### config.mk
export PLATFORM = sky130hd
export DESIGN_NAME = smbx_top
export DESIGN_NICKNAME = d
export VERILOG_FILES = /design/src/design/smbx_pkg.sv /design/src/design/smbx_sync.sv /design/src/design/smbx_top.sv
export SDC_FILE = /design/constraint.sdc
export NUM_CORES = 1
export LEC_CHECK = 0
export ABC_AREA = 1
export CAP_MARGIN = 25
export CORE_UTILIZATION = 34
export CTS_CLUSTER_SIZE = 30
export DETAILED_ROUTE_END_ITERATION = 10
export DONT_BUFFER_PORTS = 1
export GPL_ROUTABILITY_DRIVEN = 0
export PLACE_DENSITY_LB_ADDON = 0.3
export RECOVER_POWER = 25
export SLEW_MARGIN = 25
export SYNTH_ARGS = -nofsm -noshare
export SYNTH_HDL_FRONTEND = slang
export SYNTH_SLANG_ARGS = --single-unit
### constraint.sdc
create_clock -name pclk -period 4.22 [get_ports pclk]
set_input_delay 0.844 -clock pclk [delete_from_list [all_inputs] [get_ports pclk]]
set_output_delay 0.844 -clock pclk [all_outputs]
set_load 0.01 [all_outputs]
### src/design/smbx_pkg.sv
// Purpose: Constants for the bus management extension block
// Assumes: APB slave, 32-bit words, byte offsets
// Notes: Status, mask and feature registers sit after the printed ones
package smbx_pkg;
  localparam logic [7:0] SMBX_CTRL_OFF = 8'h1C;
  localparam logic [7:0] SMBX_MAXT_OFF = 8'h20;
  localparam logic [7:0] SMBX_MINT_OFF = 8'h24;
  localparam logic [7:0] SMBX_MEXT_OFF = 8'h28;
  localparam logic [7:0] SMBX_SEXT_OFF = 8'h2C;
  localparam logic [7:0] SMBX_FEAT_OFF = 8'h34;
  localparam logic [7:0] SMBX_STAT_OFF = 8'h38;
  localparam logic [7:0] SMBX_MASK_OFF = 8'h3C;
  localparam int SMBX_SUSOUT_BIT = 11;
  localparam int SMBX_SUSAFT_BIT = 10;
  localparam int SMBX_ALERT_BIT = 9;
  localparam int SMBX_SAL_BIT = 8;
  localparam int SMBX_RSM_BIT = 5;
  localparam int SMBX_SUS_BIT = 4;
  localparam int SMBX_ALEN_BIT = 3;
  localparam int SMBX_TOUT_BIT = 2;
  localparam int SMBX_MEXT_BIT = 1;
  localparam int SMBX_SEXT_BIT = 0;
  localparam int SMBX_CTRL_W = 12;
  localparam int SMBX_TMO_W = 22;
  localparam int SMBX_MEXT_W = 20;
  localparam int SMBX_SEXT_W = 21;
  localparam logic [SMBX_CTRL_W-1:0] SMBX_CTRL_MASK = 12'hF3F;
  localparam logic [SMBX_CTRL_W-1:0] SMBX_EV_MASK = 12'h33F;
  localparam logic [3:0] SMBX_ACK_CNT = 4'h8;
  localparam logic [SMBX_CTRL_W-1:0] SMBX_CTRL_RST = 12'h000;
  localparam logic [SMBX_TMO_W-1:0] SMBX_TMO_RST = 22'h000000;
  localparam logic [SMBX_MEXT_W-1:0] SMBX_MEXT_RST = 20'h00000;
  localparam logic [SMBX_SEXT_W-1:0] SMBX_SEXT_RST = 21'h000000;
  localparam logic SMBX_FEATURE_PRESENT = 1'b1;
  typedef enum logic [1:0] {
    SMBX_IDLE = 2'b00,
    SMBX_MSTR = 2'b01,
    SMBX_SLV = 2'b11
  } smbx_role_t;
endpackage

### src/design/smbx_sync.sv
// Purpose: Three flop synchroniser with edge outputs
// Assumes: Input from outside the pclk domain
// Notes: Edges taken from second and third flops only; reset level is the pin's idle level
`timescale 1ns/1ps
`default_nettype none
module smbx_sync #(
  parameter logic RST_VAL = 1'b1
) (
  input wire logic pclk,
  input wire logic presetn,
  input wire logic din,
  output logic dout,
  output logic rise,
  output logic fall
);
  logic s1_r;
  logic s2_r;
  logic s3_r;
  logic s1_nxt;
  logic s2_nxt;
  logic s3_nxt;
  always_comb begin
    s1_nxt = din;
    s2_nxt = s1_r;
    s3_nxt = s2_r;
  end
  always_ff @(posedge pclk or negedge presetn) begin
    if (!presetn) begin
      s1_r <= RST_VAL;
      s2_r <= RST_VAL;
      s3_r <= RST_VAL;
    end else begin
      s1_r <= s1_nxt;
      s2_r <= s2_nxt;
      s3_r <= s3_nxt;
    end
  end
  assign dout = s2_r;
  assign rise = s2_r & ~s3_r;
  assign fall = ~s2_r & s3_r;
endmodule
`default_nettype wire

### src/design/smbx_top.sv
// Purpose: Bus management extension of a two-wire controller
// Assumes: APB slave on pclk, SCL and SDA sampled from pins
// Notes: Start, stop and ack found from sampled pins
`timescale 1ns/1ps
`default_nettype none
module smbx_top
  import smbx_pkg::*;
(
  input wire logic pclk,
  input wire logic presetn,
  input wire logic psel,
  input wire logic penable,
  input wire logic pwrite,
  input wire logic [7:0] paddr,
  input wire logic [31:0] pwdata,
  output logic [31:0] prdata,
  output logic pready,
  output logic pslverr,
  input wire logic scl_in,
  input wire logic sda_in,
  output logic scl_out,
  output logic scl_oe_n,
  input wire logic master_mode,
  input wire logic slave_arb_lost,
  input wire logic alert_seen,
  input wire logic suspend_in,
  output logic suspend_out,
  output logic alert_output,
  output logic irq
);
  logic scl_s;
  logic scl_rise;
  logic sda_s;
  logic sda_rise;
  logic sda_fall;
  logic susp_s;
  logic susp_rise;
  logic susp_fall;

  // Pin synchronisers
  smbx_sync u_scl (
    .pclk(pclk),
    .presetn(presetn),
    .din(scl_in),
    .dout(scl_s),
    .rise(scl_rise),
    .fall()
  );

  smbx_sync u_sda (
    .pclk(pclk),
    .presetn(presetn),
    .din(sda_in),
    .dout(sda_s),
    .rise(sda_rise),
    .fall(sda_fall)
  );

  // Suspend idles low
  smbx_sync #(
    .RST_VAL(1'b0)
  ) u_sus (
    .pclk(pclk),
    .presetn(presetn),
    .din(suspend_in),
    .dout(susp_s),
    .rise(susp_rise),
    .fall(susp_fall)
  );

  function automatic logic over_limit(input logic [SMBX_TMO_W-1:0] cnt, input logic [SMBX_TMO_W-1:0] lim);
    over_limit = (lim != SMBX_TMO_RST) && (cnt > lim);
  endfunction

  function automatic logic [SMBX_TMO_W-1:0] sat_inc(input logic [SMBX_TMO_W-1:0] cnt);
    sat_inc = (&cnt) ? cnt : cnt + {{(SMBX_TMO_W-1){1'b0}}, 1'b1};
  endfunction

  // Bus events
  logic start_ev;
  logic stop_ev;
  logic ack_ev;
  logic in_frame_r;
  logic in_frame_nxt;
  logic [3:0] bit_cnt_r;
  logic [3:0] bit_cnt_nxt;
  assign start_ev = sda_fall & scl_s;
  assign stop_ev = sda_rise & scl_s;
  assign ack_ev = scl_rise & (bit_cnt_r == SMBX_ACK_CNT) & ~sda_s;

  // Registers
  logic [SMBX_CTRL_W-1:0] ctrl_r;
  logic [SMBX_CTRL_W-1:0] ctrl_nxt;
  logic [SMBX_TMO_W-1:0] maxt_r;
  logic [SMBX_TMO_W-1:0] maxt_nxt;
  logic [SMBX_TMO_W-1:0] mint_r;
  logic [SMBX_TMO_W-1:0] mint_nxt;
  logic [SMBX_MEXT_W-1:0] mext_r;
  logic [SMBX_MEXT_W-1:0] mext_nxt;
  logic [SMBX_SEXT_W-1:0] sext_r;
  logic [SMBX_SEXT_W-1:0] sext_nxt;
  logic [SMBX_CTRL_W-1:0] stat_r;
  logic [SMBX_CTRL_W-1:0] stat_nxt;
  logic [SMBX_CTRL_W-1:0] mask_r;
  logic [SMBX_CTRL_W-1:0] mask_nxt;
  logic [31:0] rdata_r;
  logic [31:0] rdata_nxt;
  logic wr_en;
  logic rd_en;
  logic addr_ok;

  // Suspend and counters
  logic susp_pend_r;
  logic susp_pend_nxt;
  logic susp_drv_r;
  logic susp_drv_nxt;
  logic hold_r;
  logic hold_nxt;
  logic [SMBX_TMO_W-1:0] low_cnt_r;
  logic [SMBX_TMO_W-1:0] low_cnt_nxt;
  logic [SMBX_TMO_W-1:0] mcum_r;
  logic [SMBX_TMO_W-1:0] mcum_nxt;
  logic [SMBX_TMO_W-1:0] scum_r;
  logic [SMBX_TMO_W-1:0] scum_nxt;
  logic tout_hit_r;
  logic tout_hit_nxt;
  logic mext_hit_r;
  logic mext_hit_nxt;
  logic sext_hit_r;
  logic sext_hit_nxt;
  logic [SMBX_CTRL_W-1:0] ev;
  logic sus_active;

  assign addr_ok = (paddr == SMBX_CTRL_OFF) || (paddr == SMBX_MAXT_OFF) || (paddr == SMBX_MINT_OFF)
    || (paddr == SMBX_MEXT_OFF) || (paddr == SMBX_SEXT_OFF) || (paddr == SMBX_FEAT_OFF)
    || (paddr == SMBX_STAT_OFF) || (paddr == SMBX_MASK_OFF);
  assign wr_en = psel & penable & pwrite & addr_ok;
  assign rd_en = psel & ~penable & ~pwrite;
  assign sus_active = susp_s | susp_drv_r;

  always_comb begin
    in_frame_nxt = in_frame_r;
    bit_cnt_nxt = bit_cnt_r;
    if (start_ev) begin
      in_frame_nxt = 1'b1;
      bit_cnt_nxt = 4'h0;
    end else if (stop_ev) begin
      in_frame_nxt = 1'b0;
      bit_cnt_nxt = 4'h0;
    end else if (scl_rise && in_frame_r) begin
      bit_cnt_nxt = (bit_cnt_r == SMBX_ACK_CNT) ? 4'h0 : bit_cnt_r + 4'h1;
    end
  end

  always_comb begin
    susp_pend_nxt = susp_pend_r;
    susp_drv_nxt = susp_drv_r;
    hold_nxt = hold_r;
    if (ctrl_r[SMBX_SUSAFT_BIT] && !susp_drv_r) begin
      susp_pend_nxt = 1'b1;
    end
    if (susp_pend_r && stop_ev) begin
      susp_drv_nxt = 1'b1;
      susp_pend_nxt = 1'b0;
    end
    if (!ctrl_r[SMBX_SUSAFT_BIT]) begin
      susp_drv_nxt = 1'b0;
      susp_pend_nxt = 1'b0;
    end
    if (start_ev && sus_active && !master_mode) begin
      hold_nxt = 1'b1;
    end
    if (!sus_active || master_mode) begin
      hold_nxt = 1'b0;
    end
  end

  always_comb begin
    low_cnt_nxt = low_cnt_r;
    mcum_nxt = mcum_r;
    scum_nxt = scum_r;
    if (!scl_s) begin
      low_cnt_nxt = sat_inc(low_cnt_r);
    end else begin
      low_cnt_nxt = SMBX_TMO_RST;
    end
    if (in_frame_r && !scl_s && master_mode) begin
      mcum_nxt = sat_inc(mcum_r);
    end
    if (in_frame_r && !scl_s && !master_mode) begin
      scum_nxt = sat_inc(scum_r);
    end
    if (start_ev || ack_ev || stop_ev) begin
      mcum_nxt = SMBX_TMO_RST;
    end
    if (start_ev || stop_ev) begin
      scum_nxt = SMBX_TMO_RST;
    end
    tout_hit_nxt = over_limit(low_cnt_r, maxt_r) | over_limit(low_cnt_r, mint_r);
    mext_hit_nxt = over_limit(mcum_r, {2'b00, mext_r});
    sext_hit_nxt = over_limit(scum_r, {1'b0, sext_r});
  end

  always_comb begin
    ev = SMBX_CTRL_RST;
    ev[SMBX_SAL_BIT] = slave_arb_lost & ~master_mode;
    ev[SMBX_RSM_BIT] = susp_fall;
    ev[SMBX_SUS_BIT] = susp_rise;
    ev[SMBX_ALEN_BIT] = alert_seen;
    ev[SMBX_TOUT_BIT] = tout_hit_nxt & ~tout_hit_r;
    ev[SMBX_MEXT_BIT] = mext_hit_nxt & ~mext_hit_r;
    ev[SMBX_SEXT_BIT] = sext_hit_nxt & ~sext_hit_r;
    ev = ev & ctrl_r & SMBX_EV_MASK;
  end

  always_comb begin
    ctrl_nxt = ctrl_r;
    maxt_nxt = maxt_r;
    mint_nxt = mint_r;
    mext_nxt = mext_r;
    sext_nxt = sext_r;
    mask_nxt = mask_r;
    stat_nxt = stat_r;
    if (wr_en) begin
      unique case (paddr)
        SMBX_CTRL_OFF: begin
          ctrl_nxt = pwdata[SMBX_CTRL_W-1:0] & SMBX_CTRL_MASK;
        end
        SMBX_MAXT_OFF: begin
          maxt_nxt = pwdata[SMBX_TMO_W-1:0];
        end
        SMBX_MINT_OFF: begin
          mint_nxt = pwdata[SMBX_TMO_W-1:0];
        end
        SMBX_MEXT_OFF: begin
          mext_nxt = pwdata[SMBX_MEXT_W-1:0];
        end
        SMBX_SEXT_OFF: begin
          sext_nxt = pwdata[SMBX_SEXT_W-1:0];
        end
        SMBX_STAT_OFF: begin
          stat_nxt = stat_r & ~pwdata[SMBX_CTRL_W-1:0];
        end
        SMBX_MASK_OFF: begin
          mask_nxt = pwdata[SMBX_CTRL_W-1:0] & SMBX_CTRL_MASK;
        end
        default: begin
        end
      endcase
    end
    stat_nxt = stat_nxt | ev;
  end

  always_comb begin
    rdata_nxt = rdata_r;
    if (rd_en) begin
      rdata_nxt = 32'h00000000;
      unique case (paddr)
        SMBX_CTRL_OFF: rdata_nxt[SMBX_CTRL_W-1:0] = ctrl_r;
        SMBX_MAXT_OFF: rdata_nxt[SMBX_TMO_W-1:0] = maxt_r;
        SMBX_MINT_OFF: rdata_nxt[SMBX_TMO_W-1:0] = mint_r;
        SMBX_MEXT_OFF: rdata_nxt[SMBX_MEXT_W-1:0] = mext_r;
        SMBX_SEXT_OFF: rdata_nxt[SMBX_SEXT_W-1:0] = sext_r;
        SMBX_FEAT_OFF: rdata_nxt[0] = SMBX_FEATURE_PRESENT;
        SMBX_STAT_OFF: rdata_nxt[SMBX_CTRL_W-1:0] = stat_r;
        SMBX_MASK_OFF: rdata_nxt[SMBX_CTRL_W-1:0] = mask_r;
        default: rdata_nxt = 32'h00000000;
      endcase
    end
  end

  always_ff @(posedge pclk or negedge presetn) begin
    if (!presetn) begin
      in_frame_r <= 1'b0;
      bit_cnt_r <= 4'h0;
      ctrl_r <= SMBX_CTRL_RST;
      maxt_r <= SMBX_TMO_RST;
      mint_r <= SMBX_TMO_RST;
      mext_r <= SMBX_MEXT_RST;
      sext_r <= SMBX_SEXT_RST;
      stat_r <= SMBX_CTRL_RST;
      mask_r <= SMBX_CTRL_RST;
      rdata_r <= 32'h00000000;
      susp_pend_r <= 1'b0;
      susp_drv_r <= 1'b0;
      hold_r <= 1'b0;
      low_cnt_r <= SMBX_TMO_RST;
      mcum_r <= SMBX_TMO_RST;
      scum_r <= SMBX_TMO_RST;
      tout_hit_r <= 1'b0;
      mext_hit_r <= 1'b0;
      sext_hit_r <= 1'b0;
    end else begin
      in_frame_r <= in_frame_nxt;
      bit_cnt_r <= bit_cnt_nxt;
      ctrl_r <= ctrl_nxt;
      maxt_r <= maxt_nxt;
      mint_r <= mint_nxt;
      mext_r <= mext_nxt;
      sext_r <= sext_nxt;
      stat_r <= stat_nxt;
      mask_r <= mask_nxt;
      rdata_r <= rdata_nxt;
      susp_pend_r <= susp_pend_nxt;
      susp_drv_r <= susp_drv_nxt;
      hold_r <= hold_nxt;
      low_cnt_r <= low_cnt_nxt;
      mcum_r <= mcum_nxt;
      scum_r <= scum_nxt;
      tout_hit_r <= tout_hit_nxt;
      mext_hit_r <= mext_hit_nxt;
      sext_hit_r <= sext_hit_nxt;
    end
  end

  assign prdata = rdata_r;
  assign pready = 1'b1;
  assign pslverr = psel & penable & ~addr_ok;
  assign scl_out = 1'b0;
  assign scl_oe_n = ~hold_r;
  assign suspend_out = susp_drv_r & ctrl_r[SMBX_SUSOUT_BIT] & master_mode;
  assign alert_output = ~ctrl_r[SMBX_ALERT_BIT];
  assign irq = |(stat_r & mask_r);
endmodule
`default_nettype wire
# == After elaboration in Yosys (flattened, before gate mapping) ==
# Index checks and enable logic that the tools add are counted.
# word_totals
register_bits,225
input_bits,51
# op_classes
n_addsub,4
magnitude_cmp,4
eq_ne,14
n_mux,28
bitwise,42
n_reduce_logical,48
# ops
operator,n
2-to-1 mux 22 bit,8
one-hot mux 11 bit (7 select lines),1
adder 22 x 1 -> 22 bit (second input constant),3
AND reduction 22 bit,3
equality test 8 x 6 -> 1 bit (second input constant),7
> comparator 22 bit,2
nonzero test 22 bit,2
one-hot mux 8 bit (4 select lines),1
AND 12 bit,2
2-to-1 mux 12 bit,2
> comparator 22 x 20 -> 1 bit,1
> comparator 22 x 21 -> 1 bit,1
AND 1 bit,21
nonzero test 21 bit,1
nonzero test 20 bit,1
2-to-1 mux 4 bit,4
AND reduction 2 bit,8
NOT 1 bit,14
logical AND 1 bit,12
NOT 12 bit,1
OR 12 x 10 -> 12 bit,1
OR reduction 12 bit,1
logical OR 1 bit,11
AND 9 x 10 -> 10 bit,1
13 further kinds,31

# == Longest topological paths before layout ==
# logic_depth
depth_word,11
mapped_depth,14
ltp_nobuf,14

# == By module ==
# From an unflattened synthesis, not the netlist that was laid out.
# unflattened
cells_unflattened,1860
area_unflattened_um2,13869.6
# by_module_without_submodules
mod,n_inst,cells_per_inst,area_each_um2,seq_area_each_um2
smbx_top,1,1839,13591.8,5405.2
smbx_sync at u_scl ...,2,7,93.8,78.8
smbx_sync at u_sus,1,7,90.1,75.1

# == Worst setup path before layout ==
# OpenSTA, ideal clock, no wires.
# synth_timing
path_kind,input port to output port
startpoint,in paddr[0]
endpoint,out pslverr
arrival_time_ns,1.829
required_ns,3.376
path_slack_ns,1.547
cell_stages,9
cell_sequence,inv_1 -> nand2_1 -> nor2_1 -> nand2_1 -> nand2_1 -> nor2_1 -> nand2_4 -> buf_4 -> nor2_1
# synth_via
elab_chain_len,10
# synth_rtl
element,line,text
from (decl),smbx_top.sv:14,"input wire logic [7:0] paddr,"
equality test 8 x 5 -> 1 bit or equality test 8 x 6 -> 1 bit (tied branches),smbx_top.sv:134,assign addr_ok = (paddr == SMBX_CTRL_OFF) || (paddr == SMBX_MAXT_OFF) || (paddr == SMBX_MINT_OFF)
logical OR 1 bit (2 in series),smbx_top.sv:134,
logical OR 1 bit (3 in series),smbx_top.sv:135,|| (paddr == SMBX_MEXT_OFF) || (paddr == SMBX_SEXT_OFF) || (paddr == SMBX_FEAT_OFF)
logical OR 1 bit,smbx_top.sv:136,|| (paddr == SMBX_STAT_OFF) || (paddr == SMBX_MASK_OFF);
logical OR 1 bit (*),smbx_top.sv:136,
NOT 1 bit (*),smbx_top.sv:318,assign pslverr = psel & penable & ~addr_ok;
AND 1 bit (*),smbx_top.sv:318,
to (decl),smbx_top.sv:18,"output logic pslverr,"
# Mark *: on every way between the ends. The rest lies on a longest branch, timed or not.

# == Worst setup path after layout ==
# layout_timing
startpoint,"reg u_scl.s2_r, in the netlist u_scl.dout"
endpoint,reg mcum_r[16]
# layout_via
elab_chain_len,7
# layout_rtl
element,line,text
from (decl),smbx_sync.sv:17,logic s2_r;
from (signal assigned),smbx_sync.sv:34,s2_r <= s2_nxt;
AND 1 bit,smbx_sync.sv:39,assign rise = s2_r & ~s3_r;
AND 1 bit (2 in series),smbx_top.sv:89,assign ack_ev = scl_rise & (bit_cnt_r == SMBX_ACK_CNT) & ~sda_s;
logical OR 1 bit (2 in series),smbx_top.sv:193,if (start_ev || ack_ev || stop_ev) begin
!= test 2 x 1 -> 1 bit (no line) or nonzero test 2 bit (tied branches),n/a,
AND reduction 2 bit (no line),n/a,
to (signal assigned),smbx_top.sv:308,mcum_r <= mcum_nxt;
to (decl),smbx_top.sv:121,logic [SMBX_TMO_W-1:0] mcum_r;
# Several ways; a longest one is shown, not always the timed one.
# A chain may end at the register's enable or synchronous reset.

==> flow_results.org <==
** Yosys
- Average size of a mapped cell :: 7.434 um^2
- Fraction of the mapped netlist area in adder cells :: 0.08166
- Main combinational cell family by area after synthesis :: simple AND/OR/NAND/NOR gates
- Synthesis Warnings :: 0
- Post-synthesis mux area share :: 0
- Share of the synthesized area in the top cell type :: 0.3974
- For this run, the register share of the synthesized area comes to 0.4089.
- By area the synthesized netlist is led by dfrtp_1 (40%), nand2_1 (14%), ha_1 (8.2%), inv_1 (6.7%), o21ai_0 (4.7%).
- Count of unique library cells instantiated by Yosys :: 50
- Synthesized-area fraction occupied by xor and xnor cells :: 0.01461
- The synthesized design contains 225 register bits.
- Total standard cell area after synthesis :: 13790 um^2
- Library cell occupying the most area in the post-synthesis netlist :: dfrtp_1
- Post-synthesis share of cell area spent on and, or, nand and nor gates :: 0.2826
- Synthesis produced a netlist whose cell count is 1855.
- Share of the synthesized area in compound gates (AO/OA/AOI/OAI) :: 0.1166

** Floorplanning
- Site row count :: between 70 and 80
- The floorplan step defined a core boundary enclosing 39820 um^2.
- I/O pin count :: 90
- Chip Width :: 203.4 um
- In this run the vertical extent of the chip is 203.4 um.
- Initial core utilization :: 0.3463
- Total die area :: roughly 41000 um^2

** Worst setup path
- Data required time of the critical path :: between 4000 and 5000 ps
- Crit Reg-Reg Startpoint :: u_scl.dout$_DFF_PN1_
- Crit-path slowest cell :: a31oi_2
- Worst Path Arrival :: 3450 ps
- Max FO, Critical Path :: 20
- Crit path from :: u_scl.dout$_DFF_PN1_
- Type of the worst setup path :: reg -> reg
- The critical path goes through inv_2 -> nor2_1 -> a31oi_2 -> inv_2 -> a21oi_4 -> buf_4 -> nand2_1 -> o21ai_1.
- The worst setup path is launched from a register.
- For this run, the slowest stage of the critical path takes 690 ps.
- Worst Setup End Kind :: register
- CP bufs+invs :: 3
- Kind of cell adding the most delay to the critical path :: compound AO/OA/AOI/OAI gates
- Top cell by count, worst path :: inv_2

** Global routing
- Across every metal layer, demand over resource in global routing totals 0.1931.
- Maximum number of pins on one net before global-route repair :: 226
- Global routing finished with a remaining overflow of 0.
- The number of global-route vias before repair came to ~12000.
- Wire length of the first global-routing pass :: 62.79 mm
- Number of antenna violations at the first check in global routing :: 1

** Clock network
- Cts repair resizes :: 0
- In this run the clock root is driven by a clkbuf_16.
- For the worst-skew pair, the clock arrives at the later sink with an insertion delay of 570 ps.
- Counting along the longest clock path gives a buffer depth of 3.
- In this run the number of H-tree levels came out at 1.
- Clock slew at the register clock pins of the worst setup and hold paths :: 60 ps
- Clock tree synthesis found a total of around 230 sinks.
- In this run the post-CTS setup repair buffer count came out at 0.
- The number of clock buffers added by TritonCTS is 28.
- TritonCTS built the clock tree.

** Timing
- Summed over all failing endpoints, the final setup total negative slack is 0 ps.
- Dividing the final minimum period by the clock period gives 0.7021.
- The worst pin sits at a relative slew slack of 0.3815.
- The routed design could run at a clock period as short as 2963 ps.
- Slew of the pin with the lowest slew margin :: 926.8 ps
- Clock skew on the completed layout was measured at 26.05 ps.
- Setup violations remaining at the end of the flow were counted as 0.
- Maximum clock rate :: 0.3375 GHz
- Final-report max-slew violation count :: 0
- Setup repair after global routing left no endpoint under its margin.
- Final hold violations :: 8
- On the final layout, the worst hold slack is -16.78 ps.

** Finish
- Fill cells in the final layout number 4171.
- 0 antenna diodes ended up in the layout.
- In the final layout, flip-flops and latches occupy 5638 um^2.
- Summing all non-filler instances in the final layout gives an area of ~15000 um^2.
- After the last flow step, the layout net total stands at 1983.
- Share of post-route cells with drive strength above 1 :: 0.05526
- Relative to the synthesized area, the layout overhead comes to 10.24%.
- Area of the multi-input gates :: 6883 um^2

** Routing
- Initial drt markers :: approximately 700
- Vias per cell :: 5.028
- Total met2 wirelength after detailed routing :: between 15 and 20 mm
- Wire length on met3 :: 1.597 mm
- After detailed routing, the number of remaining DRC violations is 0.
- The first TritonRoute pass finished after 5 iterations.
- In this run the top signal layer used is met4.
- Final wirelength :: 39.58 mm
- DR vias :: 12010
- Wire length per cell after detailed routing :: 16.57 um
- Once detail routing completed, the nets flagged for antenna violations numbered 0.
- In the final routing, the length of wire on met1 measures 18.10 mm.

** Power
- Power density over the cells :: roughly 340 nW/um^2
- Power comes to between 0.005 and 0.006 W.
- Largest vdd supply drop :: 0.2777 mV
- The analysis attributes to cell leakage a power of between 7 and 8 nW.

** Place
- Placed wire-length estimate after detailed placement :: approximately 29 mm
- The placed instances occupy a cell area of 14210 um^2.
- The count of buffers added on input and output ports is 0.

** Hold path
- The path class of the tightest hold or removal check is in -> async.

** Run status
- The run finished, with violations left.
- Failing checks :: hold timing

** Job
- Max-cap violation count :: 0
[worst reg2reg max path, cell delays in order (launching register included)]
cell     delay (ps)
dfstp_2         480
inv_2           330
nor2_1          210
a31oi_2         690
inv_2           270
a21oi_4         470
buf_4           300
nand2_1          70
o21ai_1          70
[cells in the mapped netlist, drive strengths merged]
library cell / count
a21o: 3
inv: 254
a221oi: 2
a31oi: 4
nor2: 178
ha: 90
and3: 4
o22ai: 45
clkbuf: 22
dfstp: 6
xor2: 18
dfrtp: 219
conb: 2
nand2: 534
xnor2: 5
o211ai: 4
o21a: 2
o21bai: 5
o31ai: 5
nor4: 3
nor3b: 2
o2bb2ai: 1
nor3: 33
buf: 42
a21oi: 45
nand4: 39
nand3: 111
or2: 3
o21ai: 168
nand3b: 6
[state kept, by name, indices dropped and copies added (netlist names), 4 cells and up]
name / flops
mext_r: 20
prdata: 22
mcum_r: 22
stat_r: 12
bit_cnt_r: 4
mask_r: 10
maxt_r: 22
ctrl_r: 10
sext_r: 21
scum_r: 22
low_cnt_r: 22
mint_r: 22
[kinds of logic after synthesis]
| kind of cell | count (synthesis) |
|---|---|
| adder cells (fa/ha/maj) | 90 |
| AND/OR/NAND/NOR | 913 |
| flip-flops | 225 |
| other | 2 |
| buffers and inverters | 318 |
| XOR/XNOR | 23 |
| AO/OA/AOI/OAI | 284 |
[worst paths after layout]
kind	depth (start not counted)	slack (ps)	end
worst max-delay path	8	1260	mcum_r[16]$_DFFE_PN0P_
worst min-delay path	0	-20	mask_r[1]$_DFFE_PN0P_
worst max register to register	8	1260	mcum_r[16]$_DFFE_PN0P_
worst min register to register	0	350	u_sus.dout$_DFF_PN0_
max in group asynchronous	1	3650	prdata[5]$_DFFE_PN0P_
min in group pclk	0	270	u_scl.s1_r$_DFF_PN1_
[through the flow]
stage / setup slack [ps] / util / std cells
global placement: 1250 / 0.3567 / 2336
detailed placement: 1207 / 0.3567 / 2336
finish: 1257 / 0.3817 / 2389
global route: 973.1 / 0.3817 / 2389
floorplan: 1547 / - / 1865
CTS: 1233 / 0.3810 / 2388
[layout by cell type, fill, tap and decap left out, types with 4 or more instances in the layout]
cell	synthesis	final
nand2_1	531	531
inv_1	246	246
dfrtp_1	219	219
nor2_1	173	173
o21ai_0	130	130
nand3_1	106	106
ha_1	90	90
o22ai_1	45	45
a21oi_1	44	44
nand4_1	38	38
nor3_1	30	29
clkbuf_16	0	28
o21ai_1	25	25
xor2_1	18	18
o21ai_2	13	13
conb_1	2	12
clkbuf_1	21	11
buf_4	16	10
inv_2	8	8
clkbuf_8	0	7
dfstp_2	6	6
o21bai_1	5	5
xnor2_1	5	5
o31ai_1	5	5
nand3b_1	5	5
nor2_2	4	4
and3_1	4	4
o211ai_1	4	4
[power by group]
group | total (W) | switching (W) | internal [W]
Clock | 0.00250 | 0.000959 | 0.00154
Combinational | 0.000367 | 0.000249 | 0.000118
Sequential | 0.00227 | 0.0000637 | 0.00221
[per-layer routing]
metal,global-route usage,up-vias
li1,-,5975
met1,0.2572,5730
met2,0.3304,248
met3,0.02173,59
met4,0.05236,0
met5,0,-
[final cells by class]
class | instances | area share
clock buffer | 46 | 0.05514
clock inverter | 6 | 0.008560
inverter | 254 | 0.06272
multi-input combinational | 1322 | 0.4528
sequential | 225 | 0.3709
tap | 525 | 0.04321
timing repair buffer | 11 | 0.006749
No activity file was read; power rests on OpenSTA's default activity.
